$ cat src/hdl/csg_pkg.sv
// package: constants for the channel sequencer and gate keying block
package csg_pkg;
   localparam int          CSG_CHANNELS      = 8;
   localparam int          CSG_VIDEO_W       = 9;
   localparam int          CSG_CLK_NS        = 20;
   localparam int          CSG_DELAY_MIN_NS  = 4000;
   localparam int          CSG_DELAY_MAX_NS  = 25000;
   localparam int          CSG_DELAY_MIN_CYC = (CSG_DELAY_MIN_NS + CSG_CLK_NS - 1) / CSG_CLK_NS;
   localparam int          CSG_DELAY_MAX_CYC = CSG_DELAY_MAX_NS / CSG_CLK_NS;
   localparam int          CSG_DELAY_W       = 11;
   localparam int          CSG_DIV_RATIO     = 8;
   localparam int          CSG_DIV_W         = 3;
   localparam logic [7:0]  CSG_SEQ_RST       = 8'h01;
   localparam logic [2:0]  CSG_DIV_RST       = 3'h0;
   localparam logic [10:0] CSG_DELAY_RST     = 11'h000;
   typedef enum logic {CSG_DLY_IDLE, CSG_DLY_RUN} csg_dly_state_type;
endpackage

$ cat src/hdl/csg_sequencer.sv
// eight-step one-hot pulse sequencer
`timescale 1ns/1ps
module csg_sequencer
   import csg_pkg::*;
(
   // clock and reset
   input  wire logic                    clk_sys,
   input  wire logic                    resetn,
   // control
   input  wire logic                    trigger,
   input  wire logic                    phase_reset,
   // channel outputs
   output logic [CSG_CHANNELS-1:0]      chan_r
);
   logic [CSG_CHANNELS-1:0] chan_nxt;

   always_comb begin
      chan_nxt = chan_r;
      if (phase_reset) begin
         chan_nxt = CSG_SEQ_RST;
      end else if (trigger) begin
         chan_nxt = {chan_r[CSG_CHANNELS-2:0], chan_r[CSG_CHANNELS-1]};
      end
   end

   always_ff @(posedge clk_sys or negedge resetn) begin
      if (!resetn) begin
         chan_r <= CSG_SEQ_RST;
      end else begin
         chan_r <= chan_nxt;
      end
   end
endmodule

$ cat src/hdl/csg_top.sv
// top: sequencer, coincidence gates, data gates and sync delay
// How it works
// - eight channel pulses in strict order, one active per step, decoded by coincidence.
// - each trigger pulse advances the sequencer one channel unless a reset pulse comes in the same cycle.
// - reset pulse forces sequencer to channel 1 phase.
// - coincidence gate output asserted only while both inputs asserted.
// - group select one feeds gates 1-4, group select two feeds gates 5-8.
// - other gate input is matching sequencer channel; each gate keys one data gate.
// - open data gate passes video sample to its channel output.
// - closed data gate holds its channel output at zero.
// - sync delay path delays a data sync pulse taken while idle by 4 to 25 us; syncs during a delay are ignored.
// - after the delay a single positive converter command pulse is emitted.
// - in vibration mode low-speed sequencer triggers on data sync divided by eight.
`timescale 1ns/1ps
module csg_top
   import csg_pkg::*;
(
   // clock and reset
   input  wire logic                      clk_sys,
   input  wire logic                      resetn,
   // sync inputs
   input  wire logic                      data_sync,
   input  wire logic                      frame_sync,
   input  wire logic                      vibration_mode,
   // group selects
   input  wire logic                      group_lo_sel,
   input  wire logic                      group_hi_sel,
   // video
   input  wire logic [CSG_VIDEO_W-1:0]    video_in,
   // delay setting in clock cycles
   input  wire logic [CSG_DELAY_W-1:0]    delay_cycles,
   // outputs
   output logic [CSG_CHANNELS-1:0]        key_r,
   output logic [CSG_VIDEO_W-1:0]         chan_out_r [CSG_CHANNELS],
   output logic                           convert_cmd_r
);
   logic [CSG_CHANNELS-1:0] seq_chan;
   logic [CSG_DIV_W-1:0]    div_r;
   logic [CSG_DIV_W-1:0]    div_nxt;
   logic                    seq_trigger;
   logic [CSG_CHANNELS-1:0] key_nxt;
   logic [CSG_VIDEO_W-1:0]  chan_out_nxt [CSG_CHANNELS];
   csg_dly_state_type       dly_state_r;
   csg_dly_state_type       dly_state_nxt;
   logic [CSG_DELAY_W-1:0]  dly_cnt_r;
   logic [CSG_DELAY_W-1:0]  dly_cnt_nxt;
   logic [CSG_DELAY_W-1:0]  dly_target;
   logic                    convert_cmd_nxt;
   logic                    chk_wait_r;
   logic                    chk_wait_nxt;
   logic [CSG_DELAY_W-1:0]  chk_cnt_r;
   logic [CSG_DELAY_W-1:0]  chk_cnt_nxt;

   // divide-by-eight trigger for vibration operation
   always_comb begin
      div_nxt = div_r;
      if (frame_sync) begin
         div_nxt = CSG_DIV_RST;
      end else if (data_sync) begin
         div_nxt = div_r + 3'h1;
      end
      seq_trigger = vibration_mode ? (data_sync && div_r == 3'(CSG_DIV_RATIO - 1)) : data_sync;
   end

   always_ff @(posedge clk_sys or negedge resetn) begin
      if (!resetn) begin
         div_r <= CSG_DIV_RST;
      end else begin
         div_r <= div_nxt;
      end
   end

   csg_sequencer u_seq (
      .clk_sys     (clk_sys),
      .resetn      (resetn),
      .trigger     (seq_trigger),
      .phase_reset (frame_sync),
      .chan_r      (seq_chan)
   );

   // coincidence gates and data gates
   always_comb begin
      for (int i = 0; i < CSG_CHANNELS; i++) begin
         key_nxt[i] = seq_chan[i] && ((i < 4) ? group_lo_sel : group_hi_sel);
         chan_out_nxt[i] = key_nxt[i] ? video_in : '0;
      end
   end

   always_ff @(posedge clk_sys or negedge resetn) begin
      if (!resetn) begin
         key_r <= '0;
         for (int i = 0; i < CSG_CHANNELS; i++) begin
            chan_out_r[i] <= '0;
         end
      end else begin
         key_r <= key_nxt;
         chan_out_r <= chan_out_nxt;
      end
   end

   // sync delay to converter command
   always_comb begin
      if (delay_cycles < CSG_DELAY_W'(CSG_DELAY_MIN_CYC)) begin
         dly_target = CSG_DELAY_W'(CSG_DELAY_MIN_CYC);
      end else if (delay_cycles > CSG_DELAY_W'(CSG_DELAY_MAX_CYC)) begin
         dly_target = CSG_DELAY_W'(CSG_DELAY_MAX_CYC);
      end else begin
         dly_target = delay_cycles;
      end
      dly_state_nxt = dly_state_r;
      dly_cnt_nxt = dly_cnt_r;
      convert_cmd_nxt = 1'b0;
      unique case (dly_state_r)
         CSG_DLY_IDLE: begin
            if (data_sync) begin
               dly_state_nxt = CSG_DLY_RUN;
               dly_cnt_nxt = CSG_DELAY_W'(1);
            end
         end
         CSG_DLY_RUN: begin
            if (dly_cnt_r >= dly_target) begin
               convert_cmd_nxt = 1'b1;
               dly_state_nxt = CSG_DLY_IDLE;
               dly_cnt_nxt = CSG_DELAY_RST;
            end else begin
               dly_cnt_nxt = dly_cnt_r + 11'h001;
            end
         end
      endcase
   end

   always_ff @(posedge clk_sys or negedge resetn) begin
      if (!resetn) begin
         dly_state_r <= CSG_DLY_IDLE;
         dly_cnt_r <= CSG_DELAY_RST;
         convert_cmd_r <= 1'b0;
      end else begin
         dly_state_r <= dly_state_nxt;
         dly_cnt_r <= dly_cnt_nxt;
         convert_cmd_r <= convert_cmd_nxt;
      end
   end

   // watchdog counting cycles from a taken sync to its command pulse
   always_comb begin
      chk_wait_nxt = chk_wait_r;
      chk_cnt_nxt = chk_cnt_r;
      if (data_sync && dly_state_r == CSG_DLY_IDLE) begin
         chk_wait_nxt = 1'b1;
         chk_cnt_nxt = CSG_DELAY_W'(1);
      end else if (chk_wait_r && convert_cmd_r) begin
         chk_wait_nxt = 1'b0;
         chk_cnt_nxt = CSG_DELAY_RST;
      end else if (chk_wait_r && chk_cnt_r != '1) begin
         chk_cnt_nxt = chk_cnt_r + 11'h001;
      end
   end

   always_ff @(posedge clk_sys or negedge resetn) begin
      if (!resetn) begin
         chk_wait_r <= 1'b0;
         chk_cnt_r <= CSG_DELAY_RST;
      end else begin
         chk_wait_r <= chk_wait_nxt;
         chk_cnt_r <= chk_cnt_nxt;
      end
   end
endmodule

$ cat config.mk
export PLATFORM = sky130hd
export DESIGN_NAME = csg_top
export DESIGN_NICKNAME = d
export VERILOG_FILES = /design/src/hdl/csg_pkg.sv /design/src/hdl/csg_sequencer.sv /design/src/hdl/csg_top.sv
export SDC_FILE = /design/constraint.sdc
export NUM_CORES = 1
export LEC_CHECK = 0
export BUFFER_PORTS_ARGS = -buffer_cell sky130_fd_sc_hd__buf_2
export CAP_MARGIN = 20
export CORE_MARGIN = 5
export CORE_UTILIZATION = 52
export DETAILED_ROUTE_END_ITERATION = 12
export GPL_ROUTABILITY_DRIVEN = 0
export GPL_TIMING_DRIVEN = 0
export PLACE_DENSITY = 0.85
export SLEW_MARGIN = 20
export SYNTH_ARGS = -nofsm -noshare
export SYNTH_HDL_FRONTEND = slang
export SYNTH_HIERARCHICAL = 1
export SYNTH_SLANG_ARGS = --single-unit
$ cat constraint.sdc
create_clock -name clk_sys -period 2.75 [get_ports clk_sys]
set_clock_uncertainty 0.05 [all_clocks]
set_input_delay 0.275 -clock clk_sys [delete_from_list [all_inputs] [get_ports clk_sys]]
set_output_delay 0.275 -clock clk_sys [all_outputs]
set_load 0.02 [all_outputs]
==> Word-level counts from Yosys, hierarchy flattened <==
Cells that the tools add are included.
{ "op_classes": {"addsub": 2, "multipliers": 0, "n_div": 0, "magnitude_cmp": 3, "eq_ne": 2, "shifts": 0, "muxes": 23, "bitwise_logic": 1, "n_reduce_logical": 11} }
{ "ops": {"columns": ["op", "count"], "rows": [
  ["9-bit 2-to-1 mux", 8],
  ["11-bit 2-to-1 mux", 4],
  ["11-bit one-hot mux with 2 select lines", 1],
  ["8-bit 2-to-1 mux", 2],
  ["11-bit by 1-bit adder with 11-bit output (second input constant)", 1],
  ["11-bit >= comparator", 1],
  ["11-bit > comparator (second input constant)", 1],
  ["11-bit by 8-bit less-than comparator with 1-bit output (second input constant)", 1],
  ["1-bit logical AND", 9],
  ["3-bit 2-to-1 mux", 2],
  ["1-bit 2-to-1 mux", 5],
  ["2-bit nonzero test", 2],
  ["3-bit by 1-bit adder with 3-bit output (second input constant)", 1],
  ["3-bit == test (second input constant)", 1],
  ["2-bit inequality test (second input constant)", 1],
  ["1-bit one-hot mux with 2 select lines", 1],
  ["1-bit inverter", 1]
]} }
{ "word_totals": {"reg_bits": 104, "latch_bits": 0, "ram_bits": 0, "rom_bits": 0, "in_bits": 27, "output_inout_bits": 81, "elab_cells": 56, "memories": 0} }

==> Depth between registers and ports, before layout <==
{ "depth": {"word_depth": 6, "ltp_mapped": 12, "ltp_nobuf": 11} }

==> Hierarchy <==
Netlist, hierarchy kept.
{ "modules_own_cells": {"columns": ["mod", "n_inst", "cells_per_inst", "area_each_um2", "seq_area_each_um2"], "rows": [
  ["csg_top", 1, 303, 3712.3, 2402.3],
  ["csg_sequencer", 1, 26, 330.3, 201.4]
]} }

==> Least setup slack after synthesis <==
OpenSTA, ideal clock, no wires.
{ "synth_path": {"path_type": "input to register", "from": "in delay_cycles[0]", "to": "reg convert_cmd_r", "setup_ns": 0.120, "t_arrival_ns": 2.546, "required_ns": 2.580, "path_slack_ns": 0.034, "path_stages": 11, "path_buffers": 1, "cell_sequence": "a2111o_1 nand4_1 a21oi_1 nor2_1 and2_1 ha_1 nand2b_4 a2111o_1 a211oi_2 buf_6 and2b_2"} }
{ "synth_between": {"elab_chain_cells": 6, "elab_cells_between_ends": 7, "classes_between": "3 x order compare; 4 x mux"} }
{ "synth_rtl": {"columns": ["element", "line_no", "rtl"], "rows": [
  ["start: declaration", "csg_top.sv:31", "input wire logic [CSG_DELAY_W-1:0] delay_cycles,"],
  ["11-bit > comparator", "csg_top.sv:105", "end else if (delay_cycles > CSG_DELAY_W'(CSG_DELAY_MAX_CYC)) begin"],
  ["11-bit 2-to-1 mux", "csg_top.sv:105", null],
  ["11-bit 2-to-1 mux (*)", "csg_top.sv:103", "if (delay_cycles < CSG_DELAY_W'(CSG_DELAY_MIN_CYC)) begin"],
  ["11-bit >= comparator (*)", "csg_top.sv:121", "if (dly_cnt_r >= dly_target) begin"],
  ["1-bit 2-to-1 mux (*)", "csg_top.sv:121", null],
  ["1-bit 2-to-1 mux (*)", "csg_top.sv:113", "unique case (dly_state_r)"],
  ["via convert_cmd_nxt", "csg_top.sv:48", "logic convert_cmd_nxt;"],
  ["end signal: assignment", "csg_top.sv:140", "convert_cmd_r <= convert_cmd_nxt;"],
  ["end: declaration", "csg_top.sv:35", "output logic convert_cmd_r"]
]} }
Mark *: on every way through the listed nets, which the timed path passes. The rest lies on a longest branch.
A chain may end at the register's enable or synchronous reset.

==> Worst setup path in the final report <==
Ends and elaborated chain as after synthesis.

==> report_table.html <==
<table>
<tr><th>Metric</th><th>Value</th></tr>
<tr><th colspan="2">Outcome</th></tr>
<tr><td>Result of the run</td><td>complete, no violations</td></tr>
<tr><th colspan="2">Power</th></tr>
<tr><td>Share of total power in the clock network</td><td>0.290</td></tr>
<tr><td>Switching component of the power</td><td>0.837 mW</td></tr>
<tr><td>Logic pwr share</td><td>0.139</td></tr>
<tr><td>Total internal power</td><td>~2.1 mW</td></tr>
<tr><td>Leakage power summed over all cells</td><td>2.95 nW</td></tr>
<tr><td>Portion of total power attributed to sequential cells</td><td>0.571</td></tr>
<tr><td>Peak VDD IR</td><td>about 0.0003 V</td></tr>
<tr><td>Switching portion of total power</td><td>0.284</td></tr>
<tr><td>Power per unit of standard cell area</td><td>around 590 nW/µm²</td></tr>
<tr><th colspan="2">STA</th></tr>
<tr><td>Worst slew slack as a fraction of its limit</td><td>0.714</td></tr>
<tr><td>Maximum achievable frequency</td><td>between 300 and 400 MHz</td></tr>
<tr><td>Hold Worst Slack</td><td>0.0806 ns</td></tr>
<tr><td>Post-route setup slack</td><td>0.191 ns</td></tr>
<tr><td>Number of failing setup endpoints in the final timing report</td><td>0</td></tr>
<tr><td>Worst-margin pin slew</td><td>0.429 ns</td></tr>
<tr><td>Shortest clock period the worst path allows after layout</td><td>2.56 ns</td></tr>
<tr><td>Unrepaired setup endpoints after global routing</td><td>false</td></tr>
<tr><td>Final-report hold violation count</td><td>0</td></tr>
<tr><td>Final cycle utilization of the critical path</td><td>0.930</td></tr>
<tr><td>Pins over their slew limit</td><td>0</td></tr>
<tr><th colspan="2">Place</th></tr>
<tr><td>Cell area reported after detailed placement</td><td>4720 µm²</td></tr>
<tr><td>Setup slack after placement</td><td>-0.345 ns</td></tr>
<tr><td>Placed Cells</td><td>536</td></tr>
<tr><td>I/O Buffers</td><td>approximately 100</td></tr>
<tr><td>Half-perimeter wire length after placement</td><td>6610 µm</td></tr>
<tr><th colspan="2">GRT</th></tr>
<tr><td>Initial antenna violation count</td><td>0</td></tr>
<tr><td>Met2 Usage GRT</td><td>0.326</td></tr>
<tr><td>Gr ovfl total</td><td>0</td></tr>
<tr><td>GR peak layer</td><td>met2</td></tr>
<tr><td>GRT Total Usage</td><td>0.199</td></tr>
<tr><td>GR Layer Usage met3</td><td>0.0521</td></tr>
<tr><td>Global-route wire length before repair</td><td>15,400 µm</td></tr>
<tr><td>Maximum number of pins on one net before global-route repair</td><td>88</td></tr>
<tr><td>Number of global-route vias before repair</td><td>3,124</td></tr>
<tr><td>Met1 layer usage reported by global route</td><td>0.255</td></tr>
<tr><th colspan="2">Setup path</th></tr>
<tr><td>Kind of end point of the critical path</td><td>flip-flop</td></tr>
<tr><td>R2R Path Start</td><td>dly_cnt_r[0]</td></tr>
<tr><td>Delay-heaviest family, CP</td><td>compound AO/OA/AOI/OAI gates</td></tr>
<tr><td>Required time reported for the critical path endpoint</td><td>2.95 ns</td></tr>
<tr><td>Worst R2R Path Depth</td><td>8</td></tr>
<tr><td>Reg-to-reg setup timing slack</td><td>0.44 ns</td></tr>
<tr><td>Combined buffer and inverter count along the critical path</td><td>3</td></tr>
<tr><td>Critical Path Stages</td><td>13</td></tr>
<tr><td>Worst-path cell with the longest stage delay</td><td>sky130_fd_sc_hd__a2111o_1</td></tr>
<tr><td>Critical path startpoint category</td><td>primary input</td></tr>
<tr><td>Slowest cell delay on critical path</td><td>0.40 ns</td></tr>
<tr><td>Critical path type</td><td>primary input to flip-flop</td></tr>
<tr><td>Ordered cell list for the critical path</td><td>buf_2 &gt; a2111o_1 &gt; nand4_1 &gt; a21oi_1 &gt; nor2_2 &gt; and2_1 &gt; ha_1 &gt; nand2b_4 &gt; a2111o_1 &gt; a211oi_4 &gt; buf_6 &gt; buf_6 &gt; and2b_2</td></tr>
<tr><td>Crit Path Max Fanout</td><td>6</td></tr>
<tr><td>Worst EP arrival</td><td>2.76 ns</td></tr>
<tr><td>RR Endpoint</td><td>convert_cmd_r</td></tr>
<tr><th colspan="2">Cells and area</th></tr>
<tr><td>Antenna diode instance count</td><td>0</td></tr>
<tr><td>FF/Latch Area</td><td>2600 µm²</td></tr>
<tr><td>Post-route cell area</td><td>~5000 µm²</td></tr>
<tr><td>Share of cells above drive strength 1</td><td>0.300</td></tr>
<tr><td>Layout overhead on the synthesized area</td><td>22.7%</td></tr>
<tr><td>Net total in the final layout</td><td>491</td></tr>
<tr><td>Non-filler instance count after layout</td><td>roughly 560</td></tr>
<tr><td>Share of the core filled with cells in the final layout</td><td>0.649</td></tr>
<tr><td>Combined area of the multi-input logic cells</td><td>1340 µm²</td></tr>
<tr><td>Filler Cell Count</td><td>624</td></tr>
<tr><th colspan="2">Synthesis</th></tr>
<tr><td>Cell count after synthesis</td><td>329</td></tr>
<tr><td>Post-synth ARST share</td><td>1.00</td></tr>
<tr><td>Total nets after synthesis</td><td>370</td></tr>
<tr><td>Number of different library cells in the post-synthesis netlist</td><td>33</td></tr>
<tr><td>Yosys synthesis warning count</td><td>6</td></tr>
<tr><td>EDFF count, synth</td><td>0</td></tr>
<tr><td>Biggest area consumer among synthesized cells</td><td>sky130_fd_sc_hd__dfrtp_1</td></tr>
<tr><td>Sequential area share after synthesis</td><td>0.644</td></tr>
<tr><td>Syn Area/Cell</td><td>12.3 µm²</td></tr>
<tr><td>Primary flip-flop cell chosen by synthesis mapping</td><td>sky130_fd_sc_hd__dfrtp_1</td></tr>
<tr><td>Post-synthesis instance area</td><td>4040 µm²</td></tr>
<tr><td>Number of flip-flops and latches in the synthesized netlist</td><td>104</td></tr>
<tr><td>Top cell type's share of synthesized area</td><td>0.638</td></tr>
<tr><td>Dominant cells by area after synthesis</td><td>sky130_fd_sc_hd__dfrtp_1, sky130_fd_sc_hd__and3_1, sky130_fd_sc_hd__ha_1, sky130_fd_sc_hd__mux2i_1, sky130_fd_sc_hd__nor2_1</td></tr>
<tr><th colspan="2">Clocking</th></tr>
<tr><td>Clk Latency, worst-skew pair</td><td>0.35 ns</td></tr>
<tr><td>Clock-pin slew reported for the worst setup and hold paths after clock tree synthesis</td><td>0.09 ns</td></tr>
<tr><td>Number of buffers added by the clock tree synthesis step</td><td>9</td></tr>
<tr><td>TritonCTS clock tree</td><td>built</td></tr>
<tr><td>Clock Root Buffer</td><td>sky130_fd_sc_hd__clkbuf_8</td></tr>
<tr><td>Bufs on Longest Clock Path</td><td>2</td></tr>
<tr><td>Sinks on the clock net</td><td>104</td></tr>
<tr><td>Maximum level of the CTS H-tree</td><td>3</td></tr>
<tr><th colspan="2">Floorplan</th></tr>
<tr><td>Initial standard-cell utilization of the core</td><td>0.529</td></tr>
<tr><td>Total die area</td><td>just under 10,000 µm²</td></tr>
<tr><td>Cell row count</td><td>32</td></tr>
<tr><td>Chip height</td><td>just under 100 µm</td></tr>
<tr><td>Total core area</td><td>7650 µm²</td></tr>
<tr><td>Boundary Pins</td><td>roughly 110</td></tr>
<tr><td>Horizontal die dimension</td><td>around 98 µm</td></tr>
<tr><th colspan="2">Worst hold path</th></tr>
<tr><td>Classification of the worst-slack hold path</td><td>primary input to flip-flop</td></tr>
<tr><td>Hold Crit Start</td><td>frame_sync</td></tr>
<tr><td>WHS Path Cells</td><td>2</td></tr>
<tr><td>Worst Hold End</td><td>div_r[0]</td></tr>
<tr><th colspan="2">Route</th></tr>
<tr><td>Post-route ant nets</td><td>0</td></tr>
<tr><td>Routed wire per std cell</td><td>17.0 µm</td></tr>
<tr><td>Detailed-router iteration count before antenna repair</td><td>6</td></tr>
<tr><td>Vias per cell</td><td>5.39</td></tr>
<tr><td>DR vias</td><td>2,999</td></tr>
<tr><td>First-iteration detailed-routing DRC count</td><td>185</td></tr>
<tr><td>DRC violations left</td><td>0</td></tr>
<tr><td>Routed wire length</td><td>9440 µm</td></tr>
<tr><th colspan="2">Job</th></tr>
<tr><td>Maximum capacitance violations</td><td>0</td></tr>
</table>
-- worst max-delay path by stage --
stage	from	endpoint	slack, ns
global placement	delay_cycles[0]	dly_cnt_r[3]	-0.24
finish	delay_cycles[0]	convert_cmd_r	0.19
floorplan	delay_cycles[0]	convert_cmd_r	0.03
detailed placement	delay_cycles[5]	dly_cnt_r[3]	-0.34
CTS	delay_cycles[5]	dly_cnt_r[3]	0.01
global route	delay_cycles[0]	dly_cnt_r[2]	0.02
-- cells in the final DEF (no fill, tap or decap), types with 2 or more instances in the layout --
master,count
sky130_fd_sc_hd__nand4_1,5
sky130_fd_sc_hd__and3_1,74
sky130_fd_sc_hd__a31oi_1,5
sky130_fd_sc_hd__xnor2_1,2
sky130_fd_sc_hd__mux2i_1,11
sky130_fd_sc_hd__ha_1,14
sky130_fd_sc_hd__o22ai_1,2
sky130_fd_sc_hd__clkbuf_1,10
sky130_fd_sc_hd__nand3_1,13
sky130_fd_sc_hd__nand2_1,11
sky130_fd_sc_hd__xor2_1,3
sky130_fd_sc_hd__buf_6,6
sky130_fd_sc_hd__dfrtp_1,103
sky130_fd_sc_hd__clkinvlp_4,3
sky130_fd_sc_hd__nor3_1,2
sky130_fd_sc_hd__nor2_1,17
sky130_fd_sc_hd__a2111o_1,2
sky130_fd_sc_hd__inv_1,10
sky130_fd_sc_hd__clkbuf_8,9
sky130_fd_sc_hd__a21oi_1,7
sky130_fd_sc_hd__buf_2,104
sky130_fd_sc_hd__nor2_2,2
sky130_fd_sc_hd__o21ai_0,10
sky130_fd_sc_hd__buf_4,2
sky130_fd_sc_hd__inv_6,2
sky130_fd_sc_hd__and2_1,10
-- logic make-up (layout without fill, tap and decap cells) --
group	after synthesis	count (layout)	share of synthesized area
AOI/OAI and AO/OA	31	31	0.0492
xor gates and xnor gates	5	5	0.0108
adders and majority gates	14	14	0.0433
buffers and inverters	24	149	0.0282
DFF	104	104	0.644
muxes	11	11	0.0272
and+or+nand+nor	140	140	0.197
-- per-layer routing --
layer | routed length (µm) | up-vias
met1 | 3840 | 1472
met3 | 774 | 21
met4 | 190 | 0
met2 | 4630 | 108
li1 | - | 1398
met5 | 0 | -
-- cells in the mapped netlist, types with 3 or more instances --
master,n
sky130_fd_sc_hd__o21ai_0,10
sky130_fd_sc_hd__clkbuf_1,10
sky130_fd_sc_hd__nor2_1,18
sky130_fd_sc_hd__mux2i_1,11
sky130_fd_sc_hd__buf_6,3
sky130_fd_sc_hd__xor2_1,3
sky130_fd_sc_hd__nand4_1,5
sky130_fd_sc_hd__nand2_1,12
sky130_fd_sc_hd__and2_1,10
sky130_fd_sc_hd__and3_1,74
sky130_fd_sc_hd__dfrtp_1,103
sky130_fd_sc_hd__a21oi_1,7
sky130_fd_sc_hd__inv_1,10
sky130_fd_sc_hd__ha_1,14
sky130_fd_sc_hd__nand3_1,13
sky130_fd_sc_hd__a31oi_1,5
-- power by group through the flow --
stage,sequential [mW],clock (mW),combinational (mW)
2_1_floorplan,1.70,0,0.243
3_3_place_gp,1.70,0,0.371
3_5_place_dp,1.71,0,0.398
4_1_cts,1.67,0.873,0.401
5_1_grt,1.69,0.941,0.467
6_report,1.68,0.853,0.407
-- sequential cells by signal, indices dropped and copies added, names as in the netlist --
name	flops
key_r	8
dly_state_r	1
u_seq/chan_r	8
dly_cnt_r	11
div_r	3
chan_out_r	72
convert_cmd_r	1
-- worst reg2reg max path: cells and delay by family (launching register included) --
kind	cells	cell delay, ns
buf+inv	3	0.37
simple gates	2	0.34
flops	1	0.52
fa+ha+maj	1	0.29
compound gates	2	0.65
-- stage by stage --
step / setup TNS [ns] / total power [mW]
3_3_place_gp: -2.47 / 2.07
3_5_place_dp: -3.71 / 2.10
4_1_cts: 0 / 2.95
5_1_grt: 0 / 3.10
6_report: 0 / 2.94
2_1_floorplan: 0 / 1.94
-- layout make-up --
type	instances	share of cell area
sequential	104	0.525
timing repair buffer	110	0.121
multi-input combinational	201	0.270
inverter	10	0.00757
buffer	14	0.0154
tap	102	0.0257
clock inverter	6	0.0103
clock buffer	9	0.0250
-- repair_timing --
item                                    in CTS  in global routing
hold buffers                                 1                  0
endpoints found under the setup margin       0                 13
gates resized for setup                      0                  7
hold endpoints to repair                    17                  0
setup buffers                                0                  3
No activity file was read; power rests on OpenSTA's default activity.
